## src/rtl/ect_pkg.sv

```systemverilog
package ect_pkg;
  // register indices; byte address is four times the index
  localparam logic [7:0] IDX_RELOAD = 8'hCD;
  localparam logic [7:0] IDX_BTMODE = 8'hD8;
  localparam logic [7:0] IDX_MODE   = 8'hDA;
  localparam logic [7:0] IDX_COUNT  = 8'hDB;
  localparam logic [7:0] IDX_STATUS = 8'hE0;
  // counter_mode fields
  localparam int MB_PWM    = 0;
  localparam int MB_TOG    = 1;
  localparam int MB_ALOAD  = 2;
  localparam int MB_CKS    = 3;
  localparam int MB_RATE   = 4;
  localparam int MB_ENB    = 7;
  // basic_timer_mode fields
  localparam int BT_OVR    = 2;
  localparam int BT_DIV    = 3;
  localparam logic [7:0] BT_WMASK = 8'hFC;
  // status fields
  localparam int ST_OVF    = 0;
  localparam int ST_PIN    = 1;
  localparam int ST_IEN    = 4;
  // reset values
  localparam logic [7:0] RST_MODE   = 8'h00;
  localparam logic [7:0] RST_BTMODE = 8'h00;
  localparam logic [7:0] RST_COUNT  = 8'h00;
  localparam logic [7:0] RST_RELOAD = 8'h00;
  // overflow boundary masks
  localparam logic [7:0] MASK_256 = 8'hFF;
  localparam logic [7:0] MASK_64  = 8'h3F;
  localparam logic [7:0] MASK_32  = 8'h1F;
  localparam logic [7:0] MASK_16  = 8'h0F;
  // prescaler reaches divide-by-256
  localparam int PRE_W = 8;
endpackage

```

## src/rtl/ect_tick_if.sv

```systemverilog
`timescale 1ns/10ps
interface ect_tick_if;
  logic [2:0] rate;
  logic       ext_sel;
  logic       hosc_sel;
  logic       hosc_div1;
  logic       cnt_tick;
  logic       pin_fall;
  modport gen  (input rate, ext_sel, hosc_sel, hosc_div1, output cnt_tick, pin_fall);
  modport core (output rate, ext_sel, hosc_sel, hosc_div1, input cnt_tick, pin_fall);
endinterface

```

## src/rtl/ect_top.sv

```systemverilog
// Local design decision: the APB slave port.
`timescale 1ns/10ps
module ect_top (
  // clock and reset
  input  wire logic        clk,
  input  wire logic        rst_n,
  // apb slave
  input  wire logic        psel,
  input  wire logic        penable,
  input  wire logic        pwrite,
  input  wire logic [11:0] paddr,
  input  wire logic [31:0] pwdata,
  output logic      [31:0] prdata,
  output logic             pready,
  output logic             pslverr,
  // pins
  input  wire logic        edge_input_pin,
  input  wire logic        hosc_en,
  output logic             waveform_pin_o,
  output logic             waveform_pin_oe,
  // interrupt request
  output logic             timer_irq
);
  ect_tick_if t ();

  // register state
  logic [7:0]  mode_r;
  logic [7:0]  btmode_r;
  logic [7:0]  count_r;
  logic [7:0]  hold_r;
  logic [7:0]  active_r;
  logic        ovf_flag_r;
  logic        pin_flag_r;
  logic        ien_r;
  logic        toggle_r;
  // bus state
  logic [31:0] prdata_r;
  logic        pready_r;
  logic        pslverr_r;
  logic        wave_r;
  logic        wave_oe_r;
  logic        irq_r;
  // decoded
  logic        acc;
  logic        fire;
  logic        wr_mode;
  logic        wr_bt;
  logic        wr_count;
  logic        wr_reload;
  logic        wr_status;
  logic        mapped;
  logic [31:0] rd_val;
  logic        pwm_en;
  logic        tog_en;
  logic        ext_sel;
  logic        reload_act;
  logic [7:0]  mask;
  logic        ovf;
  logic        pwm_lvl;
  logic [7:0]  count_nxt;

  // word address decode, shared by read and write paths
  function automatic logic reg_hit(input logic [11:0] a, input logic [7:0] idx);
    return a == {2'b00, idx, 2'b00};
  endfunction

  ect_tick u_tick (
    .clk            (clk),
    .rst_n          (rst_n),
    .edge_input_pin (edge_input_pin),
    .hosc_en        (hosc_en),
    .t              (t)
  );

  // mode fields feeding the tick generator
  assign pwm_en    = mode_r[ect_pkg::MB_PWM];
  assign tog_en    = mode_r[ect_pkg::MB_TOG] & ~pwm_en;
  assign ext_sel   = mode_r[ect_pkg::MB_CKS] & ~btmode_r[ect_pkg::BT_OVR];
  assign t.rate    = mode_r[ect_pkg::MB_RATE +: 3];
  assign t.ext_sel = mode_r[ect_pkg::MB_CKS];
  assign t.hosc_sel  = btmode_r[ect_pkg::BT_OVR];
  assign t.hosc_div1 = btmode_r[ect_pkg::BT_DIV];

  // the counter reloads only outside pwm; in pwm the count wraps to zero so the
  // duty stays reference over period, and only the reference itself reloads
  assign reload_act = ~pwm_en & mode_r[ect_pkg::MB_ALOAD];

  // overflow boundary; the external source always wraps at 256
  always_comb begin
    if (ext_sel || !pwm_en) begin
      mask = ect_pkg::MASK_256;
    end else begin
      unique case ({mode_r[ect_pkg::MB_ALOAD], mode_r[ect_pkg::MB_TOG]})
        2'b00: mask = ect_pkg::MASK_256;
        2'b01: mask = ect_pkg::MASK_64;
        2'b10: mask = ect_pkg::MASK_32;
        2'b11: mask = ect_pkg::MASK_16;
      endcase
    end
  end

  // overflow when a gated tick finds the count at the boundary
  assign ovf = mode_r[ect_pkg::MB_ENB] & t.cnt_tick &
               ((count_r & mask) == mask);

  // apb phases: first access cycle answers, second (pready high) commits
  assign acc    = psel & penable & ~pready_r;
  assign fire   = psel & penable & pready_r & pwrite;
  assign mapped = reg_hit(paddr, ect_pkg::IDX_RELOAD) |
                  reg_hit(paddr, ect_pkg::IDX_BTMODE) |
                  reg_hit(paddr, ect_pkg::IDX_MODE) |
                  reg_hit(paddr, ect_pkg::IDX_COUNT) |
                  reg_hit(paddr, ect_pkg::IDX_STATUS);
  assign wr_mode   = fire & reg_hit(paddr, ect_pkg::IDX_MODE);
  assign wr_bt     = fire & reg_hit(paddr, ect_pkg::IDX_BTMODE);
  assign wr_count  = fire & reg_hit(paddr, ect_pkg::IDX_COUNT);
  assign wr_reload = fire & reg_hit(paddr, ect_pkg::IDX_RELOAD);
  assign wr_status = fire & reg_hit(paddr, ect_pkg::IDX_STATUS);

  // read mux; the reload register is write-only and reads zero
  always_comb begin
    rd_val = 32'h0000_0000;
    if (reg_hit(paddr, ect_pkg::IDX_BTMODE)) begin
      rd_val[7:0] = btmode_r;
    end else if (reg_hit(paddr, ect_pkg::IDX_MODE)) begin
      rd_val[7:0] = mode_r;
    end else if (reg_hit(paddr, ect_pkg::IDX_COUNT)) begin
      rd_val[7:0] = count_r;
    end else if (reg_hit(paddr, ect_pkg::IDX_STATUS)) begin
      rd_val[ect_pkg::ST_OVF] = ovf_flag_r;
      rd_val[ect_pkg::ST_PIN] = pin_flag_r;
      rd_val[ect_pkg::ST_IEN] = ien_r;
    end
  end

  // bus answer registers: one wait state on every access
  always_ff @(posedge clk or negedge rst_n) begin
    if (!rst_n) begin
      pready_r  <= 1'b0;
      pslverr_r <= 1'b0;
      prdata_r  <= 32'h0000_0000;
    end else begin
      pready_r  <= acc;
      pslverr_r <= acc & ~mapped;
      if (acc && !pwrite) begin
        prdata_r <= rd_val;
      end
    end
  end

  // mode registers; basic timer bits 1:0 are masked off on write and read zero
  always_ff @(posedge clk or negedge rst_n) begin
    if (!rst_n) begin
      mode_r   <= ect_pkg::RST_MODE;
      btmode_r <= ect_pkg::RST_BTMODE;
    end else begin
      if (wr_mode) begin
        mode_r <= pwdata[7:0];
      end
      if (wr_bt) begin
        btmode_r <= pwdata[7:0] & ect_pkg::BT_WMASK;
      end
    end
  end

  // counter next value; the new reload enters the counter with it
  always_comb begin
    count_nxt = count_r;
    if (ovf) begin
      if (reload_act) begin
        count_nxt = hold_r & mask;
      end else begin
        count_nxt = 8'h00;
      end
    end else if (mode_r[ect_pkg::MB_ENB] && t.cnt_tick) begin
      count_nxt = count_r + 8'h01;
    end
  end

  // live count; a software write wins over counting
  always_ff @(posedge clk or negedge rst_n) begin
    if (!rst_n) begin
      count_r <= ect_pkg::RST_COUNT;
    end else if (wr_count) begin
      count_r <= pwdata[7:0];
    end else begin
      count_r <= count_nxt;
    end
  end

  // double buffer: writes only reach the active stage at overflow,
  // so a period in progress never sees a half-changed reference
  always_ff @(posedge clk or negedge rst_n) begin
    if (!rst_n) begin
      hold_r   <= ect_pkg::RST_RELOAD;
      active_r <= ect_pkg::RST_RELOAD;
    end else begin
      if (wr_reload) begin
        hold_r <= pwdata[7:0];
      end
      if (ovf) begin
        active_r <= hold_r;
      end
    end
  end

  // status flags: a set in the clearing cycle survives
  always_ff @(posedge clk or negedge rst_n) begin
    if (!rst_n) begin
      ovf_flag_r <= 1'b0;
      pin_flag_r <= 1'b0;
      ien_r      <= 1'b0;
    end else begin
      ovf_flag_r <= ovf | (ovf_flag_r &
                    ~(wr_status & pwdata[ect_pkg::ST_OVF]));
      if (ext_sel) begin
        pin_flag_r <= 1'b0;
      end else begin
        pin_flag_r <= t.pin_fall | (pin_flag_r &
                      ~(wr_status & pwdata[ect_pkg::ST_PIN]));
      end
      if (wr_status) begin
        ien_r <= pwdata[ect_pkg::ST_IEN];
      end
    end
  end

  // toggle output flips on each overflow, giving half the overflow rate
  always_ff @(posedge clk or negedge rst_n) begin
    if (!rst_n) begin
      toggle_r <= 1'b0;
    end else if (ovf) begin
      toggle_r <= ~toggle_r;
    end
  end

  // pwm compare against the active reference; zero holds the pin low
  assign pwm_lvl = count_r < active_r;

  // output pin and request registers
  always_ff @(posedge clk or negedge rst_n) begin
    if (!rst_n) begin
      wave_r    <= 1'b0;
      wave_oe_r <= 1'b0;
      irq_r     <= 1'b0;
    end else begin
      wave_r    <= pwm_en ? pwm_lvl : toggle_r;
      wave_oe_r <= pwm_en | tog_en;
      irq_r     <= ovf_flag_r & ien_r;
    end
  end

  assign prdata          = prdata_r;
  assign pready          = pready_r;
  assign pslverr         = pslverr_r;
  assign waveform_pin_o  = wave_r;
  assign waveform_pin_oe = wave_oe_r;
  assign timer_irq       = irq_r;
endmodule

```

## src/rtl/ect_tick.sv

```systemverilog
`timescale 1ns/10ps
module ect_tick (
  // clock and reset
  input  wire logic clk,
  input  wire logic rst_n,
  // pin and oscillator enable
  input  wire logic edge_input_pin,
  input  wire logic hosc_en,
  // ticks to the counter
  ect_tick_if.gen   t
);
  logic [ect_pkg::PRE_W-1:0] pre_r;
  logic                      sy1_r;
  logic                      sy2_r;
  logic                      sy3_r;
  logic                      hdiv_r;
  logic                      fall;
  logic                      int_hit;
  logic                      cnt_tick_r;
  logic                      pin_fall_r;

  // low bits all ones once per 256 >> rate cycles
  function automatic logic rate_hit(input logic [7:0] p, input logic [2:0] r);
    logic [7:0] m;
    m = 8'hFF >> r;
    return (p & m) == m;
  endfunction

  // two-stage synchroniser, third stage only for the edge compare
  always_ff @(posedge clk or negedge rst_n) begin
    if (!rst_n) begin
      sy1_r <= 1'b1;
      sy2_r <= 1'b1;
      sy3_r <= 1'b1;
    end else begin
      sy1_r <= edge_input_pin;
      sy2_r <= sy1_r;
      sy3_r <= sy2_r;
    end
  end
  assign fall = sy3_r & ~sy2_r;

  // free-running prescaler and oscillator halver
  always_ff @(posedge clk or negedge rst_n) begin
    if (!rst_n) begin
      pre_r  <= '0;
      hdiv_r <= 1'b0;
    end else begin
      pre_r <= pre_r + 8'h01;
      if (hosc_en) begin
        hdiv_r <= ~hdiv_r;
      end
    end
  end

  // source priority: override, then external pin, then prescaler
  always_comb begin
    if (t.hosc_sel) begin
      int_hit = hosc_en & (t.hosc_div1 | hdiv_r);
    end else if (t.ext_sel) begin
      int_hit = fall;
    end else begin
      int_hit = rate_hit(pre_r, t.rate);
    end
  end

  always_ff @(posedge clk or negedge rst_n) begin
    if (!rst_n) begin
      cnt_tick_r <= 1'b0;
      pin_fall_r <= 1'b0;
    end else begin
      cnt_tick_r <= int_hit;
      pin_fall_r <= fall;
    end
  end
  assign t.cnt_tick = cnt_tick_r;
  assign t.pin_fall = pin_fall_r;
endmodule

```

## config.mk

```make
export PLATFORM = sky130hd
export DESIGN_NAME = ect_top
export DESIGN_NICKNAME = d
export VERILOG_FILES = /design/src/rtl/ect_pkg.sv /design/src/rtl/ect_tick_if.sv /design/src/rtl/ect_top.sv /design/src/rtl/ect_tick.sv
export SDC_FILE = /design/constraint.sdc
export NUM_CORES = 1
export LEC_CHECK = 0
export ABC_AREA = 1
export ABC_CLOCK_PERIOD_IN_PS = 4400
export BUFFER_PORTS_ARGS = -buffer_cell sky130_fd_sc_hd__buf_2
export CAP_MARGIN = 5
export CORE_MARGIN = 8
export CORE_UTILIZATION = 58
export DETAILED_ROUTE_END_ITERATION = 8
export GPL_ROUTABILITY_DRIVEN = 0
export PLACE_DENSITY = 0.81
export SLEW_MARGIN = 20
export SYNTH_ARGS = -nofsm -noshare
export SYNTH_HDL_FRONTEND = slang
export SYNTH_SLANG_ARGS = --single-unit
```

## constraint.sdc

```tcl
create_clock -name clk -period 4.4 [get_ports clk]
set_clock_uncertainty 0.2 [all_clocks]
set_input_delay 0.66 -clock clk [delete_from_list [all_inputs] [get_ports clk]]
set_output_delay 0.66 -clock clk [all_outputs]
set_load 0.01 [all_outputs]
```

==> summary.md, run 1 <==
| Metric | Value |
|---|---|
| Critical path required time | `approximately 4.4 ns` |
| Average cell area after synthesis | `7.876 um^2` |
| Power Density | `slightly below 300 nW/um^2` |
| Syn Std Cell Area | `about 3800 um^2` |
| Pre-CTS WS | `1.990 ns` |
| Vias | `about 3100` |
| DP HPWL | `6256 um` |
| CP most frequent cell | `nand2_1` |
| CTS Buf Count | `9` |
| RSZ-0062 raised after global routing | `no` |
| Outcome | `complete, no violations` |
| Crit end category | `flip-flop` |
| Vias/cell | `5.203` |
| CTS tree | `yes` |
| Post-route clock period utilization | `just under 50%` |
| Clk slew on worst S/H paths | `approximately 0.080 ns` |
| Vias in the first global route | `slightly above 3000` |
| Die Footprint | `around 9300 um^2` |
| Fill cells | `553` |
| Leakage | `roughly 0.0023 uW` |
| Worst Reg-to-Reg Cells | `10` |
| Number of detailed-route iterations in the first pass | `5` |
| Clk root buf | `clkbuf_8` |
| Antenna violations before repair | `0` |
| Flops & latches, synth | `69` |
| Final setup violation count | `0` |
| Max clock buf depth | `2` |
| Die extent in x | `between 90 and 100 um` |
| Delay-heaviest family, CP | `simple AND/OR/NAND/NOR gates` |
| Async S/R FF share, synth | `between 90% and 100%` |
| Post-CTS Setup Bufs | `0` |
| Largest cells by area after synthesis | `dfrtp_1, nand2_1, inv_1, nand3_1, buf_4` |
| Total global-route track usage | `~18%` |
| Initial core utilization | `about three fifths` |
| Multi-input gate area | `about 1600 um^2` |
| Slowest CP cell | `dfrtp_1` |
| Final WS setup | `roughly 2.3 ns` |
| Post-synth top area cell | `dfrtp_1` |
| Max Slew Vio Count | `0` |
| Core Area | `between 6000 and 7000 um^2` |
| NumNets Final | `a little under 600` |
| First-pass GRT wire length | `approximately 14000 um` |
| Max VDD drop | `0.2421 mV` |
| Total power | `about 1200 uW` |
| Clock sinks | `69` |
| CP Class | `reg -> reg` |
| Fin Hold WS | `roughly 0.10 ns` |
| GRT overflow | `0` |
| Synth Flop Type | `dfrtp_1` |
| Ant. Diodes | `0` |
| CP startpoint kind | `flip-flop` |
| Iter 0 DRT Violations | `182` |
| Area share of the largest cell type after synthesis | `between 40% and 50%` |
| Final hold vios | `0` |
| Min Tclk post-route | `2.126 ns` |
| Yosys Warn Count | `0` |
| Sequential share of the synthesized area | `between 40% and 50%` |
| Worst slew margin | `about three fifths` |
| Syn-to-layout area delta | `8.955%` |
| Fmax achieved | `approximately 0.47 GHz` |
| Worst-Skew Late Latency | `0.36 ns` |
| MaxCap Viol Count | `0` |
| Critical path, cell by cell | `ha_1 > nand2_2 > nor2_4 > nand2_2 > a21oi_4 > nand2_4 > nand2_1 > nand2_1 > nand2_1 > nand2_1` |
| Critical path depth | `10` |
| Critical path arrival | `around 2.2 ns` |
| CP max FO | `25` |
| Number of flops mapped to enable cells by yosys | `0` |
| Per-cell routed wire length | `approximately 14 um` |
| Hold-fix buffers, CTS | `0` |
| Count of cells resized by post-cts repair | `0` |
| Netlist cell types | `32` |
| Largest net degree at the start of global routing | `42` |
| Share of cells above drive strength 1 | `15.05%` |
| Number of routed nets with antenna violations | `0` |
| Remaining DRCs | `0` |
| Drt total wl | `around 8200 um` |
| Slowest stage delay, CP | `between 0.4 and 0.5 ns` |
| I/O Pins | `approximately 90` |
| Buf+Inv Stages, Crit Path | `0` |
| H-tree levels | `3` |
| Floorplan row count | `29` |
| Hold Path Class | `in -> async` |
| Die height | `96.65 um` |
| Synth Instances | `between 400 and 500` |
| IO Port Bufs | `39` |
| Least-Margin Pin Slew | `between 0.6 and 0.7 ns` |
| Storage element area | `roughly 1700 um^2` |
| TNS Setup | `0 ns` |
-- routing by layer --
layer  vias up  share of wire [%]  global-route usage (%)
li1       1549                  -                       -
met1      1452                 44                   21.53
met2       116                 46                   28.39
met3        15                7.4                   5.903
met4         0                2.1                   8.047
met5         -                  0                       0
-- logic make-up (layout without fill, tap and decap cells) --
logic type                 Yosys count  after routing  synth area share [%]
AOI/OAI and AO/OA                   64             64                 9.320
xor gates and xnor gates            12             12                 2.786
adders and majority gates            9              9                 2.985
buffers and inverters              105            128                 13.57
DFF                                 69             69                 45.87
other                                1             24               0.09941
and+or+nand+nor                    219            219                 25.37
-- where the power goes --
part           total, uW  switching [uW]  internal [uW]  leakage, uW
Sequential           647            4.08            643     0.000882
Combinational       59.8            43.5           16.3      0.00128
Clock                498             257            241    0.0000965
-- cells in the final DEF, fill, tap and decap left out --
master      instances
inv_2               1
a21boi_2            1
nand3_1            49
o21ai_0            18
o21ai_1            21
a21oi_4             1
clkinv_4            2
conb_1             24
dfstp_2             3
o22ai_1             1
nor2_2              2
inv_1              71
dfrtp_1            66
nand2_2             9
xor2_1             11
xnor2_1             1
clkinvlp_4          1
inv_6               2
nor3_1              5
buf_2              39
clkbuf_8           11
nand3_2             1
nand2_4             1
nor3_2              1
a21oi_1            17
nor2_1             30
o211ai_1            4
or2_2               2
nor2_4              1
buf_4               1
nand2_1           115
ha_1                9
nand4_1             3
a211oi_1            1
-- area by class of cell --
| class | instances | area share [%] |
|---|---|---|
| flip-flops and latches | 69 | 42.10 |
| well taps | 77 | 2.344 |
| multi-input cells | 328 | 39.33 |
| repair buffers | 40 | 4.931 |
| clock buffers | 11 | 3.683 |
| clock inverters | 5 | 1.035 |
| inverters | 72 | 6.575 |
-- sequential cells by signal, indices dropped and copies added, names as in the netlist, 6 cells and up --
register      flops
hold_r            8
mode_r            8
u_tick.pre_r      8
active_r          8
count_r           8
prdata            8
btmode_r          6
-- Yosys cell counts (4+ instances only) --
library cell  count
o21ai_0          18
nand2_2           9
nor2_1           30
nor3_1            5
a21oi_1          17
ha_1              9
inv_1            71
o21ai_1          21
o211ai_1          4
dfrtp_1          66
nand3_1          49
buf_4            24
buf_2             4
nand2_1         115
xor2_1           11
-- through the flow --
| step | instances | area, um^2 | utilization (%) |
|---|---|---|---|
| after floorplan | 502 | 3859 | - |
| after global placement | 586 | 3916 | 62.03 |
| after detailed placement | 586 | 3916 | 62.03 |
| after CTS | 602 | 4110 | 65.10 |
| after global routing | 602 | 4110 | 65.10 |
| final | 602 | 4110 | 65.10 |
-- worst reg2reg max path: cells and delay by family, from the launching register on --
kind / cells / cell delay [ns]
flip-flops: 1 / 0.45
AO/OA/AOI/OAI: 1 / 0.31
AND/OR/NAND/NOR: 8 / 0.84
adder cells (fa/ha/maj): 1 / 0.23
-- worst paths after layout --
check                             start              end  slack, ns
max                          count_r[0]       count_r[4]       2.27
min                               rst_n  u_tick.pre_r[5]       0.10
max reg2reg                  count_r[0]       count_r[4]       2.27
min reg2reg                u_tick.sy1_r     u_tick.sy2_r       0.16
max in group asynchronous         rst_n         toggle_r       2.96
min in group clk           u_tick.sy1_r     u_tick.sy2_r       0.16
Power figures use the tool's default switching activity.
==> inputs of run 2 (changes only) <==
--- a/config.mk
+++ b/config.mk
@@ -6,14 +6,14 @@
 export NUM_CORES = 1
 export LEC_CHECK = 0
 export ABC_AREA = 1
-export ABC_CLOCK_PERIOD_IN_PS = 4400
+export ABC_CLOCK_PERIOD_IN_PS = 2000
 export BUFFER_PORTS_ARGS = -buffer_cell sky130_fd_sc_hd__buf_2
 export CAP_MARGIN = 5
 export CORE_MARGIN = 8
-export CORE_UTILIZATION = 58
+export CORE_UTILIZATION = 54
 export DETAILED_ROUTE_END_ITERATION = 8
 export GPL_ROUTABILITY_DRIVEN = 0
-export PLACE_DENSITY = 0.81
+export PLACE_DENSITY = 0.76
 export SLEW_MARGIN = 20
 export SYNTH_ARGS = -nofsm -noshare
 export SYNTH_HDL_FRONTEND = slang
==> constraint.sdc (replaced) <==
create_clock -name clk -period 2 [get_ports clk]
set_clock_uncertainty 0.2 [all_clocks]
set_input_delay 0.3 -clock clk [delete_from_list [all_inputs] [get_ports clk]]
set_output_delay 0.3 -clock clk [all_outputs]
set_load 0.01 [all_outputs]
==> run 2 against run 1 <==
- global-route usage rose by 0.15 points
- sequential share of layout area fell by 1.9 points
- setup slack got worse by 2.1 ns
- total power rose by 130%
- maximum frequency rose by 15%
- first-iteration DRC count fell by 16%
- sequential cell count did not move
- sequential power rose by 120%
- via count did not move
==> summary.md, run 2 (same netlist as run 1, synthesis figures left out) <==
| Metric | Value |
|---|---|
| CP startpoint kind | `flip-flop` |
| Number of routed nets with antenna violations | `0 (unchanged)` |
| Clock sinks | `69 (unchanged)` |
| Max VDD drop | `0.4874 mV (+100%)` |
| Switching power | `666.7 uW (+120%)` |
| I/O Pins | `88 (unchanged)` |
| First-pass GRT wire length | `14240 um (+2.2%)` |
| Logic pwr share | `5.2% (+0.2 points)` |
| Critical path arrival | `1.89 ns (-0.28 ns)` |
| DP HPWL | `6395 um (+2.2%)` |
| GRT overflow | `0 (unchanged)` |
| Total global-route track usage | `18.04% (+0.15 points)` |
| Syn-to-layout area delta | `14.06%` |
| Power Density | `637.6 nW/um^2 (+120%)` |
| CTS tree | `yes` |
| Critical path required time | `2.04 ns (-2.40 ns)` |
| TNS Setup | `0 ns (unchanged)` |
| CP Class | `reg -> reg` |
| Antenna violations before repair | `0 (unchanged)` |
| Ant. Diodes | `0 (unchanged)` |
| CP max FO | `6 (-76%)` |
| Internal | `2077 uW (+130%)` |
| Die height | `99.58 um (+3.0%)` |
| Share of cells above drive strength 1 | `17.16% (+2.1 points)` |
| Min Tclk post-route | `1.843 ns (-0.2831 ns)` |
| Per-cell routed wire length | `13.05 um (-4.6%)` |
| Final hold vios | `0 (unchanged)` |
| Vias | `3132 (unchanged)` |
| IO Port Bufs | `39 (unchanged)` |
| Initial core utilization | `55.52% (-4.2 points)` |
| Vias/cell | `4.909 (-5.6%)` |
| Crit end category | `flip-flop` |
| Fmax achieved | `0.5427 GHz (+15%)` |
| Floorplan row count | `30 (+3.4%)` |
| Clk slew on worst S/H paths | `0.08 ns (about the same)` |
| Commonest non-fill, non-tap cell in the layout | `nand2_1` |
| Worst-Skew Late Latency | `0.35 ns (about the same)` |
| H-tree levels | `3 (unchanged)` |
| Max Slew Vio Count | `0 (unchanged)` |
| Max clock buf depth | `2 (unchanged)` |
| Iter 0 DRT Violations | `152 (-16%)` |
| NumNets Final | `597 (+2.9%)` |
| Die Footprint | `9916 um^2 (+6.2%)` |
| Final setup violation count | `0 (unchanged)` |
| Vias in the first global route | `3106 (+2.7%)` |
| Remaining DRCs | `0 (unchanged)` |
| Leakage | `0.002334 uW (+3.4%)` |
| Largest net degree at the start of global routing | `44 (+4.8%)` |
| Outcome | `complete, no violations` |
| R2R setup slack | `0.16 ns (-2.12 ns)` |
| Number of detailed-route iterations in the first pass | `4 (-1)` |
| Fin util | `63.33% (-1.8 points)` |
| Die extent in x | `99.58 um (+3.0%)` |
| Clk root buf | `clkbuf_8` |
| Hold Path Class | `in -> reg` |
| Clock share of power | `42.9% (+1.5 points)` |
| RSZ-0062 raised after global routing | `no` |
| Net Sw Frac | `24.30% (-1.0 points)` |
| Post-route clock period utilization | `92.14% (+44 points)` |
| CTS Buf Count | `9 (unchanged)` |
| MaxCap Viol Count | `0 (unchanged)` |
| Most frequent cells in the layout | `nand2_1, inv_1, dfrtp_1` |
| Reg power frac | `51.9% (-1.8 points)` |
| Core Area | `6794 um^2 (+7.6%)` |
| Drt total wl | `8324 um (+1.1%)` |
run 2: cell types whose count changed in the layout (fill, tap and decap cells not counted), sizes merged:
cell and delta:
bufinv +1, dlygate4sd3 +3, buf +14, clkbuf -1
run 2: worst paths after layout:
path                              endpoint    startpoint  depth (start not counted)
setup reg to reg                count_r[2]    count_r[0]                          9
hold reg to reg               u_tick.sy2_r  u_tick.sy1_r                          0
min in group asynchronous  u_tick.pre_r[4]         rst_n                          2
hold / removal                   hold_r[6]     pwdata[6]                          3
max in group asynchronous     u_tick.sy3_r         rst_n                          3
setup / recovery                count_r[2]    count_r[0]                          9
run 2: area by class of cell:
class,count,area (um^2)
Fill cell,608,2491
Sequential cell,69,1730
Multi-Input combinational cell,328,1625
Timing Repair Buffer,57,350.3
Inverter,72,270.3
Clock buffer,10,137.6
Tap cell,96,120.1
Clock inverter,6,68.82
run 2: worst max-delay path, stage by stage, from the launching register on:
cell and delay, ns:
dfrtp_1 0.36, ha_1 0.20, nand2_2 0.08, nor2_4 0.10, nand2_2 0.07, a21oi_4 0.28
buf_4 0.20, nand3_1 0.09, nand3_1 0.10, nand2_1 0.05
run 2: repair_timing:
action                                  CTS  global route
hold buffers                              3             0
endpoints found under the setup margin    0             3
resized for setup                         0             1
buffers inserted                          0             0
hold endpoints to repair                 68             0
run 2: per-layer routing:
metal / global-route usage, % / wire, um / vias to the layer above
met2: 28.98 / 3914 / 70
met5: 0 / 0 / -
met1: 22.02 / 3719 / 1467
li1: - / - / 1582
met4: 7.683 / 143 / 0
met3: 5.307 / 547 / 13
run 2: power groups by stage:
stage | Clock [uW] | Sequential (uW) | Combinational (uW)
finish | 1180 | 1420 | 142
detailed placement | 0 | 1450 | 140
global route | 1250 | 1420 | 162
floorplan | 0 | 1450 | 91.2
global placement | 0 | 1450 | 136
CTS | 1200 | 1420 | 144
run 2: metrics by stage:
step	setup WS [ns]	hold WS (ns)	total power, uW	cell area, um^2	cells
2_1_floorplan	0.2533	-0.1956	1541	3859	502
3_5_place_dp	0.1061	-0.02342	1590	4058	619
6_report	0.1573	0.01475	2743	4303	638
4_1_cts	0.1280	0.009499	2770	4294	638
3_3_place_gp	0.1755	-0.02789	1585	4058	619
5_1_grt	0.01265	0.03497	2840	4303	638
